[config.mk]
export PLATFORM = sky130hd
export DESIGN_NAME = dpll_pull_range_limit
export DESIGN_NICKNAME = d
export VERILOG_FILES = /design/src/rtl/pull_range_pkg.sv /design/src/rtl/pull_range_bound.sv /design/src/rtl/pull_range_clamp.sv /design/src/rtl/dpll_pull_range_limit.sv
export SDC_FILE = /design/constraint.sdc
export NUM_CORES = 1
export LEC_CHECK = 0
export BUFFER_PORTS_ARGS = -buffer_cell sky130_fd_sc_hd__buf_2
export CORE_MARGIN = 1
export CORE_UTILIZATION = 50
export CTS_CLUSTER_DIAMETER = 30
export DETAILED_ROUTE_END_ITERATION = 10
export PLACE_DENSITY = 0.75
export SYNTH_ARGS = -nofsm -noshare
export SYNTH_HDL_FRONTEND = slang
export SYNTH_SLANG_ARGS = --single-unit
[constraint.sdc]
create_clock -name core_clk -period 7.3 [get_ports core_clk]
set_clock_uncertainty 0.05 [all_clocks]
set_input_delay 1.825 -clock core_clk [delete_from_list [all_inputs] [get_ports core_clk]]
set_output_delay 1.825 -clock core_clk [all_outputs]
set_load 0.01 [all_outputs]
[src/rtl/pull_range_pkg.sv]
// Purpose: Shared constants and carriers of the DPLL pull-in range limit block.
// Assumes: Frequency offsets are signed counts in steps of 0.01 of the offset unit.
// Notes: Register byte address is four times the register index.
package pull_range_pkg;

    // ********************************************************************
    // Register map
    // ********************************************************************
    localparam int ADDR_W = 12;
    localparam logic [7:0] IDX_LOW = 8'h41;
    localparam logic [7:0] IDX_HIGH = 8'h42;
    localparam logic [7:0] IDX_STATUS = 8'h50;
    localparam logic [ADDR_W-1:0] ADDR_LOW = {2'h0, IDX_LOW, 2'h0};
    localparam logic [ADDR_W-1:0] ADDR_HIGH = {2'h0, IDX_HIGH, 2'h0};
    localparam logic [ADDR_W-1:0] ADDR_STATUS = {2'h0, IDX_STATUS, 2'h0};
    localparam logic [7:0] LOW_RESET = 8'h00;
    localparam logic [1:0] HIGH_RESET = 2'h0;
    localparam int HIGH_FIELD_W = 2;
    localparam int STAT_MAIN_BIT = 0;
    localparam int STAT_AUX_BIT = 1;

    // ********************************************************************
    // Limit arithmetic
    // ********************************************************************
    localparam int LIMIT_W = 10;
    localparam int BOUND_W = 14;
    localparam int OFFSET_W = 16;
    localparam int SUM_W = 17;
    // One limit step is 0.07, held as 7 steps of 0.01.
    localparam logic [3:0] LIMIT_SCALE = 4'h7;

    // ********************************************************************
    // Bus answers
    // ********************************************************************
    localparam logic [1:0] RESP_OKAY = 2'h0;
    localparam logic [1:0] RESP_SLVERR = 2'h2;

    typedef struct packed {
        logic awvalid;
        logic [ADDR_W-1:0] awaddr;
        logic wvalid;
        logic [31:0] wdata;
        logic [3:0] wstrb;
        logic bready;
        logic arvalid;
        logic [ADDR_W-1:0] araddr;
        logic rready;
    } axi_req_s;

    typedef struct packed {
        logic awready;
        logic wready;
        logic bvalid;
        logic [1:0] bresp;
        logic arready;
        logic rvalid;
        logic [31:0] rdata;
        logic [1:0] rresp;
    } axi_rsp_s;

    typedef struct packed {
        logic signed [OFFSET_W-1:0] main_loop;
        logic signed [OFFSET_W-1:0] aux_loop;
    } loop_offset_s;

    typedef struct packed {
        logic signed [SUM_W-1:0] main_loop;
        logic signed [SUM_W-1:0] aux_loop;
    } loop_result_s;

endpackage : pull_range_pkg

[src/rtl/pull_range_bound.sv]
// Purpose: Turns the two limit register fields into the offset bound.
// Assumes: Fields come from registers on the same clock.
// Notes: Bound is registered, so it follows a register write by one cycle.
`timescale 1ns/1ps
module pull_range_bound
    import pull_range_pkg::*;
(
    input wire logic core_clk,
    input wire logic rst,
    input wire logic [1:0] high_field,
    input wire logic [7:0] low_field,
    output logic [pull_range_pkg::BOUND_W-1:0] bound
);
    typedef struct packed {
        logic [BOUND_W-1:0] bound;
    } state_s;

    state_s s;
    state_s next_s;
    logic [LIMIT_W-1:0] pull_range_value;

    always_comb begin
        next_s = s;
        pull_range_value = {high_field, low_field};
        next_s.bound = BOUND_W'({4'h0, pull_range_value} * {10'h0, LIMIT_SCALE});
    end

    always_ff @(posedge core_clk or posedge rst) begin
        if (rst) begin
            s <= '0;
        end else begin
            s <= next_s;
        end
    end

    assign bound = s.bound;
endmodule : pull_range_bound

[src/rtl/pull_range_clamp.sv]
// Purpose: Limits one loop's frequency offset to the symmetric pull-in bound.
// Assumes: Measured offset is taken against the local crystal oscillator.
// Notes: Output is registered one cycle after its inputs.
`timescale 1ns/1ps
module pull_range_clamp
    import pull_range_pkg::*;
(
    input wire logic core_clk,
    input wire logic rst,
    input wire logic signed [pull_range_pkg::OFFSET_W-1:0] measured,
    input wire logic signed [pull_range_pkg::OFFSET_W-1:0] calibration,
    input wire logic [pull_range_pkg::BOUND_W-1:0] bound,
    output logic signed [pull_range_pkg::SUM_W-1:0] followed,
    output logic clamped
);
    typedef struct packed {
        logic signed [SUM_W-1:0] followed;
        logic clamped;
    } state_s;

    state_s s;
    state_s next_s;
    logic signed [SUM_W-1:0] offset;
    logic signed [SUM_W-1:0] pos_bound;
    logic signed [SUM_W-1:0] neg_bound;

    always_comb begin
        next_s = s;
        offset = SUM_W'(measured) + SUM_W'(calibration);
        pos_bound = $signed({3'h0, bound});
        neg_bound = -pos_bound;
        if (offset > pos_bound) begin
            next_s.followed = pos_bound;
            next_s.clamped = 1'b1;
        end else if (offset < neg_bound) begin
            next_s.followed = neg_bound;
            next_s.clamped = 1'b1;
        end else begin
            next_s.followed = offset;
            next_s.clamped = 1'b0;
        end
    end

    always_ff @(posedge core_clk or posedge rst) begin
        if (rst) begin
            s <= '0;
        end else begin
            s <= next_s;
        end
    end

    assign followed = s.followed;
    assign clamped = s.clamped;
endmodule : pull_range_clamp

[src/rtl/dpll_pull_range_limit.sv]
// Purpose: Pull-in range limit registers and offset clamps of the main and auxiliary loops.
// Assumes: Loop offsets and calibration come from logic on core_clk.
// Notes: AXI4-Lite slave, one write and one read under way at a time.
//        The byte address of each register is four times its index.
//        A read-only status word shows both clamp flags.
//        Register changes reach the clamps two edges after the write edge.
//
// Contract
// - The limit is the largest offset either loop follows on a reference before limiting.
// - The offset compared against the limit is measured against the crystal oscillator.
// - Nominal-frequency calibration is included in the compared offset automatically.
// - The limit is the high register's two low bits joined above the low register's byte.
// - The offset bound is the limit value times 0.07.
// - The high register is read-write, holds limit bits 9 and 8 and resets to zero.
`timescale 1ns/1ps
module dpll_pull_range_limit
    import pull_range_pkg::*;
(
    input wire logic core_clk,
    input wire logic rst,
    input wire pull_range_pkg::axi_req_s axi_in,
    output pull_range_pkg::axi_rsp_s axi_out,
    input wire pull_range_pkg::loop_offset_s measured,
    input wire logic signed [pull_range_pkg::OFFSET_W-1:0] calibration,
    output pull_range_pkg::loop_result_s followed,
    output logic main_clamped,
    output logic aux_clamped
);

    // ********************************************************************
    // Types and state
    // ********************************************************************
    typedef enum logic [1:0] {
        WR_COLLECT = 2'b01,
        WR_RESP = 2'b10
    } wr_state_e;

    typedef enum logic [1:0] {
        RD_IDLE = 2'b01,
        RD_DATA = 2'b10
    } rd_state_e;

    typedef enum logic [2:0] {
        SEL_NONE = 3'b001,
        SEL_LOW = 3'b010,
        SEL_HIGH = 3'b100
    } sel_e;

    // The bus and limit register state, registered once per edge.
    typedef struct packed {
        wr_state_e wr_state;
        rd_state_e rd_state;
        logic aw_held;
        logic w_held;
        logic [ADDR_W-1:0] awaddr;
        logic [31:0] wdata;
        logic [3:0] wstrb;
        logic [7:0] pull_range_low;
        logic [1:0] pull_range_high;
        axi_rsp_s rsp;
    } state_s;

    // Ready is high in idle so a request is taken at the first edge that offers it.
    localparam state_s RESET_STATE = '{
        wr_state: WR_COLLECT,
        rd_state: RD_IDLE,
        aw_held: 1'b0,
        w_held: 1'b0,
        awaddr: '0,
        wdata: '0,
        wstrb: '0,
        pull_range_low: LOW_RESET,
        pull_range_high: HIGH_RESET,
        rsp: '{
            awready: 1'b1,
            wready: 1'b1,
            bvalid: 1'b0,
            bresp: RESP_OKAY,
            arready: 1'b1,
            rvalid: 1'b0,
            rdata: '0,
            rresp: RESP_OKAY
        }
    };

    state_s s;
    state_s next_s;

    // ********************************************************************
    // Address decode
    // ********************************************************************
    // Anything but the two limit registers decodes to none and answers with an error, except a read of the status word.
    function automatic sel_e decode(input logic [ADDR_W-1:0] addr);
        sel_e sel;
        sel = SEL_NONE;
        if (addr == ADDR_LOW) begin
            sel = SEL_LOW;
        end else if (addr == ADDR_HIGH) begin
            sel = SEL_HIGH;
        end
        return sel;
    endfunction : decode

    // Each limit register is at most one byte wide, so only byte lane 0 of a write counts.
    function automatic logic lane0_written(input logic [3:0] strb);
        return strb[0];
    endfunction : lane0_written

    // The status word sits apart from the limit pair and only answers reads.
    function automatic logic status_hit(input logic [ADDR_W-1:0] addr);
        return addr == ADDR_STATUS;
    endfunction : status_hit

    // ********************************************************************
    // Limit and clamps
    // ********************************************************************
    // The bound is registered and so is each clamp, so a register write reaches
    // the clamped offsets two edges after the write edge.
    logic [BOUND_W-1:0] bound;
    logic main_clamp_flag;
    logic aux_clamp_flag;

    pull_range_bound u_bound (
        .core_clk(core_clk),
        .rst(rst),
        .high_field(s.pull_range_high),
        .low_field(s.pull_range_low),
        .bound(bound)
    );

    // Both loops share one bound and one calibration input.
    // main loop limit
    pull_range_clamp u_main_path_loop (
        .core_clk(core_clk),
        .rst(rst),
        .measured(measured.main_loop),
        .calibration(calibration),
        .bound(bound),
        .followed(followed.main_loop),
        .clamped(main_clamp_flag)
    );

    pull_range_clamp u_auxiliary_path_loop (
        .core_clk(core_clk),
        .rst(rst),
        .measured(measured.aux_loop),
        .calibration(calibration),
        .bound(bound),
        .followed(followed.aux_loop),
        .clamped(aux_clamp_flag)
    );

    // Clamp flags leave the block directly from the clamp registers.
    assign main_clamped = main_clamp_flag;
    assign aux_clamped = aux_clamp_flag;

    // ********************************************************************
    // Bus slave
    // ********************************************************************
    // Every answer signal is a register field, so all outputs come straight from
    // flip-flops. The price is one cycle of latency on each answer and a ready
    // that stays low from the taking edge until the response has been accepted.
    logic aw_take;
    logic w_take;
    logic [ADDR_W-1:0] eff_addr;
    logic [31:0] eff_data;
    logic [3:0] eff_strb;
    // Decoded targets of the write under way and of the offered read.
    sel_e wsel;
    sel_e rsel;

    always_comb begin
        // Fields not named below keep their value.
        next_s = s;
        aw_take = axi_in.awvalid && s.rsp.awready;
        w_take = axi_in.wvalid && s.rsp.wready;
        // An address or data beat taken at this edge is used at once, so a write
        // that offers both together completes in one cycle.
        eff_addr = aw_take ? axi_in.awaddr : s.awaddr;
        eff_data = w_take ? axi_in.wdata : s.wdata;
        eff_strb = w_take ? axi_in.wstrb : s.wstrb;
        wsel = decode(eff_addr);
        rsel = decode(axi_in.araddr);

        // ****************************************************************
        // Write channel
        // ****************************************************************
        unique case (s.wr_state)
            WR_COLLECT: begin
                if (aw_take) begin
                    next_s.aw_held = 1'b1;
                    next_s.awaddr = axi_in.awaddr;
                    next_s.rsp.awready = 1'b0;
                end
                if (w_take) begin
                    next_s.w_held = 1'b1;
                    next_s.wdata = axi_in.wdata;
                    next_s.wstrb = axi_in.wstrb;
                    next_s.rsp.wready = 1'b0;
                end
                if ((aw_take || s.aw_held) && (w_take || s.w_held)) begin
                    next_s.wr_state = WR_RESP;
                    next_s.rsp.bvalid = 1'b1;
                    next_s.rsp.bresp = RESP_OKAY;
                    next_s.rsp.awready = 1'b0;
                    next_s.rsp.wready = 1'b0;
                    unique case (wsel)
                        SEL_LOW: begin
                            if (lane0_written(eff_strb)) begin
                                next_s.pull_range_low = eff_data[7:0];
                            end
                        end
                        SEL_HIGH: begin
                            if (lane0_written(eff_strb)) begin
                                next_s.pull_range_high = eff_data[HIGH_FIELD_W-1:0];
                            end
                        end
                        SEL_NONE: begin
                            // Unmapped or read-only target: nothing is stored.
                            next_s.rsp.bresp = RESP_SLVERR;
                        end
                    endcase
                end
            end
            WR_RESP: begin
                // Ready returns only after the response is taken: one write at a time.
                if (axi_in.bready) begin
                    next_s.wr_state = WR_COLLECT;
                    next_s.rsp.bvalid = 1'b0;
                    next_s.aw_held = 1'b0;
                    next_s.w_held = 1'b0;
                    next_s.rsp.awready = 1'b1;
                    next_s.rsp.wready = 1'b1;
                end
            end
            default: begin
                // An illegal state code falls back to idle; its request is lost.
                next_s.wr_state = WR_COLLECT;
            end
        endcase

        // ****************************************************************
        // Read channel
        // ****************************************************************
        // The read decode uses the offered address directly; it is not held.
        unique case (s.rd_state)
            RD_IDLE: begin
                if (axi_in.arvalid) begin
                    next_s.rd_state = RD_DATA;
                    next_s.rsp.arready = 1'b0;
                    next_s.rsp.rvalid = 1'b1;
                    next_s.rsp.rresp = RESP_OKAY;
                    next_s.rsp.rdata = '0;
                    // Flags are sampled at the taking edge and do not clear on read.
                    if (status_hit(axi_in.araddr)) begin
                        next_s.rsp.rdata[STAT_MAIN_BIT] = main_clamp_flag;
                        next_s.rsp.rdata[STAT_AUX_BIT] = aux_clamp_flag;
                    end else begin
                        unique case (rsel)
                            SEL_LOW: begin
                                next_s.rsp.rdata[7:0] = s.pull_range_low;
                            end
                            SEL_HIGH: begin
                                next_s.rsp.rdata[HIGH_FIELD_W-1:0] = s.pull_range_high;
                            end
                            SEL_NONE: begin
                                next_s.rsp.rresp = RESP_SLVERR;
                            end
                        endcase
                    end
                end
            end
            RD_DATA: begin
                // Ready returns only after the data is taken: one read at a time.
                if (axi_in.rready) begin
                    next_s.rd_state = RD_IDLE;
                    next_s.rsp.rvalid = 1'b0;
                    next_s.rsp.arready = 1'b1;
                end
            end
            default: begin
                // An illegal state code falls back to idle; its request is lost.
                next_s.rd_state = RD_IDLE;
            end
        endcase
    end

    // ********************************************************************
    // State register
    // ********************************************************************
    // Reset puts every answer at its idle level before the first request.
    always_ff @(posedge core_clk or posedge rst) begin
        if (rst) begin
            s <= RESET_STATE;
        end else begin
            s <= next_s;
        end
    end

    assign axi_out = s.rsp;

endmodule : dpll_pull_range_limit

# Word level (Yosys, flattened, before mapping)
# Cells that the tools add are included.
# op_classes
mul,1
n_mux,36
order_cmp,4
div_mod_pow,0
n_eq_ne,23
shift,0
addsub,3
n_reduce_logical,20
bitwise_logic,0
# ops
operator,count
18-bit two-way mux,4
"12-bit by 9-bit == test with 1-bit output, second input constant",5
36-bit two-way mux,1
16-bit by 16-bit adder with 17-bit output,2
17-bit by 14-bit > comparator with 1-bit output,2
17-bit less-than comparator,2
2-bit two-way mux,10
2-bit case mux with 2 select lines,5
3-bit AND reduction,6
13-bit negator with 17-bit output,1
3-bit two-way mux,5
"10-bit by 3-bit multiplier with 13-bit output, second input constant",1
12-bit two-way mux,1
6-bit two-way mux,2
"2-bit != test, second input constant",6
2-bit AND reduction,5
8-bit two-way mux,1
4-bit AND reduction,2
"3-bit by 1-bit == test with 1-bit output, second input constant",2
"3-bit by 2-bit == test with 1-bit output, second input constant",2
"3-bit == test, second input constant",2
"3-bit != test, second input constant",2
3-bit case mux with 2 select lines,1
1-bit two-way mux,5
other kinds (6),12
# word_totals
in_bits,115
n_memories,0
reg_bits,103
latch_bits,0
mem_bits_ro,0
mem_bits_rw,0
elab_cells,109

# Longest topological paths before layout
# logic_depth
word_depth,9
mapped_depth,19
mapped_depth_nobuf,18

# Modules after synthesis
# A second synthesis with hierarchy kept.
# hier_totals
hier_cells,1007
area_unflattened_um2,9205.1
# by_module_without_submodules
mod,cells_each,area_per_inst_um2,instances,seq_area_each_um2
pull_range_clamp (u_main_path_loop),346,2816.5,1,450.4
dpll_pull_range_limit,237,2701.3,1,1307.5
pull_range_clamp (u_auxiliary_path_loop),339,2701.3,1,450.4
pull_range_bound,85,985.9,1,325.3

# Least setup slack after synthesis
# Ideal clock, no wire load.
# synth_path
path_type,input to register
startpoint,input port measured[0] in the netlist's numbering
endpoint,"register u_auxiliary_path_loop.s, in the netlist u_auxiliary_path_loop.followed[10]"
setup_slack_ns,1.469
stages,18
t_arrival_ns,5.660
path_buffers,1
path_cell_list,ha_1 -> inv_1 -> fa_1 -> nor2b_1 -> o31a_1 -> or4_1 -> a41oi_1 -> o21ai_0 -> xor2_1 -> ha_1 -> a21oi_1 -> o21ai_0 -> a2111oi_0 -> a211oi_1 -> o31ai_2 -> clkbuf_1 -> a31oi_1 -> o22a_1
# synth_lines
element,line,rtl
from (decl),dpll_pull_range_limit.sv:23,"input wire pull_range_pkg::loop_offset_s measured,"
to (signal assigned),pull_range_clamp.sv:48,s <= next_s;
to (decl),pull_range_clamp.sv:21,state_s s;

==> flow_summary_export.csv <==
group,metric,value,unit
finish,n_antenna_cell,0,
finish,fin_nets,1241,
cts,htreeDepth,3,
pwr,finalPower,1.72,mW
status,status,"completed",
routing,drc,0,
global_routing,grt_start_max_net_pins,88,
global_routing,use_met3,0.0340,
timing,rsz0062_at_grt,"false",
routing,ant_nets,0,
routing,dr.pass1.iters,5,
cts,clock_sink_count,101,
timing,setup_tns,0,ns
placement,io_buffers,138,
pwr,power_leakage,4.69,nW
worst_setup_path,slowest_stage,"or4b_2",
floorplan,fp.dieH,132,um
logic_synthesis,synth_edf_count,0,
cts,cts_buffer_depth,2,
logic_synthesis,ys_warn_count,0,
placement,pre_cts_ws,0.796,ns
timing,setup_slack,1.01,ns
worst_hold_path,hold_path_class,"reg -> reg",
global_routing,grt.busiest_layer,"met2",
worst_setup_path,cp_num_buf_inv,4,
finish,area_growth,11.7,%
worst_hold_path,holdPathStages,2,
worst_setup_path,reg2regPathDepth,19,
routing,via_per_inst,5.54,
logic_synthesis,synth_area,8400,um2
placement,routabilityCongestion,0.854,
routing,drt_iter0_drc,426,
floorplan,die-area,17300,um2
logic_synthesis,synth_area_per_cell,9.38,um2
cts,cts_root_buffer,"clkbuf_16",
worst_setup_path,path_cells,"buf_2 -> ha_1 -> inv_1 -> fa_1 -> nor2b_4 -> o31ai_2 -> a211oi_1 -> o21ai_0 -> a41oi_1 -> inv_1 -> ha_1 -> or4b_2 -> a21oi_1 -> o21ai_0 -> a21oi_1 -> o31ai_1 -> nand2_1 -> buf_4 -> mux2_2 -> o21a_1",
run,maxCapViolCount,0,
timing,layout_min_cycle_time,6.29,ns
logic_synthesis,async_flop_share,1.00,
routing,routedWlPerCell,15.0,um
global_routing,grt-ovfl-total,0,
timing,worst_slew_pin_slew,1.05,ns
timing,holdWs,0.429,ns
logic_synthesis,ys_types,68,
placement,post-dp-hpwl,14.8,mm
global_routing,grt_pass1_vias,6614,
floorplan,die_x,132,um
worst_setup_path,rr_startpoint,"u_bound.bound[0]",
timing,min_period_over_period,0.861,
cts,clkSlewWorstSetupHoldPaths,0.06,ns
worst_setup_path,cpLargestDelayFamily,"compound AO/OA/AOI/OAI gates",
worst_setup_path,worstSetupStartpointType,"input pin",
timing,hold_violations,0,
cts,cts_resized,0,
floorplan,io_pins,192,
cts,cts_buffers,9,
logic_synthesis,syn_inst,895,
routing,via_count,6842,
logic_synthesis,ys.flop_type,"dfrtp_1",
worst_setup_path,worstSetupPathType,"in -> reg",
floorplan,start_util,0.510,
finish,layout-drive-gt1-share,0.217,
routing,routed_wl,18.5,mm
worst_setup_path,crit_cells,20,
finish,fill_cells,1430,
worst_setup_path,slowest_delay,0.67,ns
floorplan,rows,47,
cts,cts_setup_buffers,0,
global_routing,grt_pass1_wl,31.6,mm
global_routing,grt_util_met2,0.371,
cts,insertion_delay,0.34,ns
cts,ctsHoldBuffers,0,
worst_setup_path,worstPathRequired,7.47,ns
floorplan,coreArea,16500,um2
pwr,ir_drop,0.000115,V
worst_setup_path,crit_start,"calibration[0]",
worst_setup_path,critPathCaptureType,"register",
pwr,power_density,183,nW/um2
logic_synthesis,yosys_register_bits,101,
timing,max_freq,159,MHz
worst_setup_path,cp_max_fo,20,
logic_synthesis,ys_seq_area_frac,0.302,
worst_hold_path,hp-start,"axi_out[3]",
global_routing,grt_usage,0.222,
global_routing,use_met1,0.299,
timing,slew_viol_final,0,
timing,relSlewSlack,0.302,
cts,cts_tree,"built",
timing,setup_viol_count_final,0,
global_routing,antenna_found_initial,0,
worst_setup_path,crit_arrival,6.46,ns
[state kept, by name, indices dropped and copies added (netlist names)]
| name | cells |
|---|---|
| s | 37 |
| u_auxiliary_path_loop.followed | 17 |
| u_main_path_loop.followed | 17 |
| axi_out | 15 |
| u_bound.bound | 13 |
| u_auxiliary_path_loop.clamped | 1 |
| u_main_path_loop.clamped | 1 |
[final timing paths]
check                                                     end  slack (ns)
worst max-delay path            u_main_path_loop.followed[10]        1.01
worst min-delay path                               axi_out[3]        0.43
worst max register to register  u_main_path_loop.followed[10]        2.08
worst min register to register                     axi_out[3]        0.43
max in group asynchronous        u_main_path_loop.followed[7]        4.58
min in group asynchronous                               s[94]        1.34
[metal layers]
metal	routed length, um	share of wire	vias up
li1	-	-	3439
met1	8650	0.47	3213
met2	8780	0.47	163
met3	720	0.039	27
met4	337	0.018	0
met5	0	0	-
[cell usage in the layout (no fill, tap or decap), types with 6 or more instances in the layout]
master	count
a211oi_2	6
a21o_1	18
a21oi_1	84
a22o_1	9
a31oi_1	7
and3_1	8
buf_2	138
buf_4	7
clkbuf_16	9
conb_1	26
dfrtp_1	96
fa_1	12
ha_1	103
inv_1	42
mux2_2	28
mux2i_1	23
nand2_1	49
nand2b_1	9
nand3_1	17
nand4_1	8
nor2_1	64
nor2b_1	14
nor3_1	9
o21a_1	16
o21ai_0	39
o21ai_1	13
o22ai_1	17
xnor2_1	30
xor2_1	9
[stage by stage]
| stage | std cells | cell area (um2) | util |
|---|---|---|---|
| after floorplan | 920 | 8490 | - |
| after global placement | 1220 | 9080 | 0.552 |
| after detailed placement | 1220 | 9080 | 0.552 |
| after CTS | 1236 | 9380 | 0.570 |
| after global routing | 1236 | 9380 | 0.570 |
| final | 1236 | 9380 | 0.570 |
[cells in the mapped netlist (all sizes together), types with 5 or more instances]
master | count | area [um2]
fa | 12 | 240
dfstp | 5 | 131
a22o | 9 | 78.8
nor4b | 5 | 43.8
nand3 | 17 | 85.1
and3 | 8 | 50.1
a31oi | 7 | 43.8
o21a | 16 | 120
inv | 43 | 161
a211oi | 11 | 113
nor2 | 64 | 240
o21ai | 52 | 260
o31ai | 7 | 62.6
buf | 53 | 395
xnor2 | 30 | 263
nor4 | 5 | 31.3
mux2 | 28 | 315
nand2 | 49 | 184
a21oi | 89 | 464
nor2b | 15 | 101
nor3 | 13 | 85.1
clkbuf | 12 | 45.0
a21o | 18 | 135
nand4 | 8 | 50.1
ha | 103 | 1290
mux2i | 23 | 230
o22ai | 17 | 106
nand2b | 9 | 56.3
xor2 | 9 | 78.8
a21boi | 5 | 37.5
dfrtp | 96 | 2400
[worst reg2reg max path, stage by stage, from the launching register on]
cell and delay, ns:
dfrtp_1 0.48, inv_1 0.12, ha_1 0.27, nor3b_2 0.40, nand3_1 0.16, nor3_2 0.39, nand4_1 0.24, nor2_1 0.27
nand2_1 0.22, inv_1 0.15, ha_1 0.16, or4b_2 0.58, a21oi_1 0.21, o21ai_0 0.12, a21oi_1 0.12, o31ai_1 0.15
nand2_1 0.13, buf_4 0.29, mux2_2 0.38, o21a_1 0.19
[cells by family (layout without fill, tap and decap cells)]
group / count (synthesis) / after routing / synth area share
AOI/OAI and AO/OA: 266 / 266 / 0.209
buffers and inverters: 109 / 205 / 0.0721
adders and majority gates: 115 / 115 / 0.182
muxes: 51 / 51 / 0.0650
xor gates and xnor gates: 39 / 39 / 0.0407
DFF: 101 / 101 / 0.302
other: 1 / 26 / 0.000447
and+or+nand+nor: 213 / 213 / 0.129
[layout make-up]
class,instances,area [um2],share of cell area
clock buffers,9,225,0.0240
clock inverters,7,77.6,0.00827
inverters,44,168,0.0179
multi-input cells,710,5360,0.571
flip-flops and latches,101,2530,0.270
well taps,220,275,0.0293
repair buffers,145,743,0.0792
[report_power, final]
| part | switching (mW) | total (mW) | leakage, nW | internal, mW |
|---|---|---|---|---|
| Sequential | 0.0208 | 0.631 | 1.31 | 0.610 |
| Clock | 0.211 | 0.481 | 0.153 | 0.270 |
| Combinational | 0.357 | 0.608 | 3.22 | 0.251 |
Power figures use the tool's default switching activity.
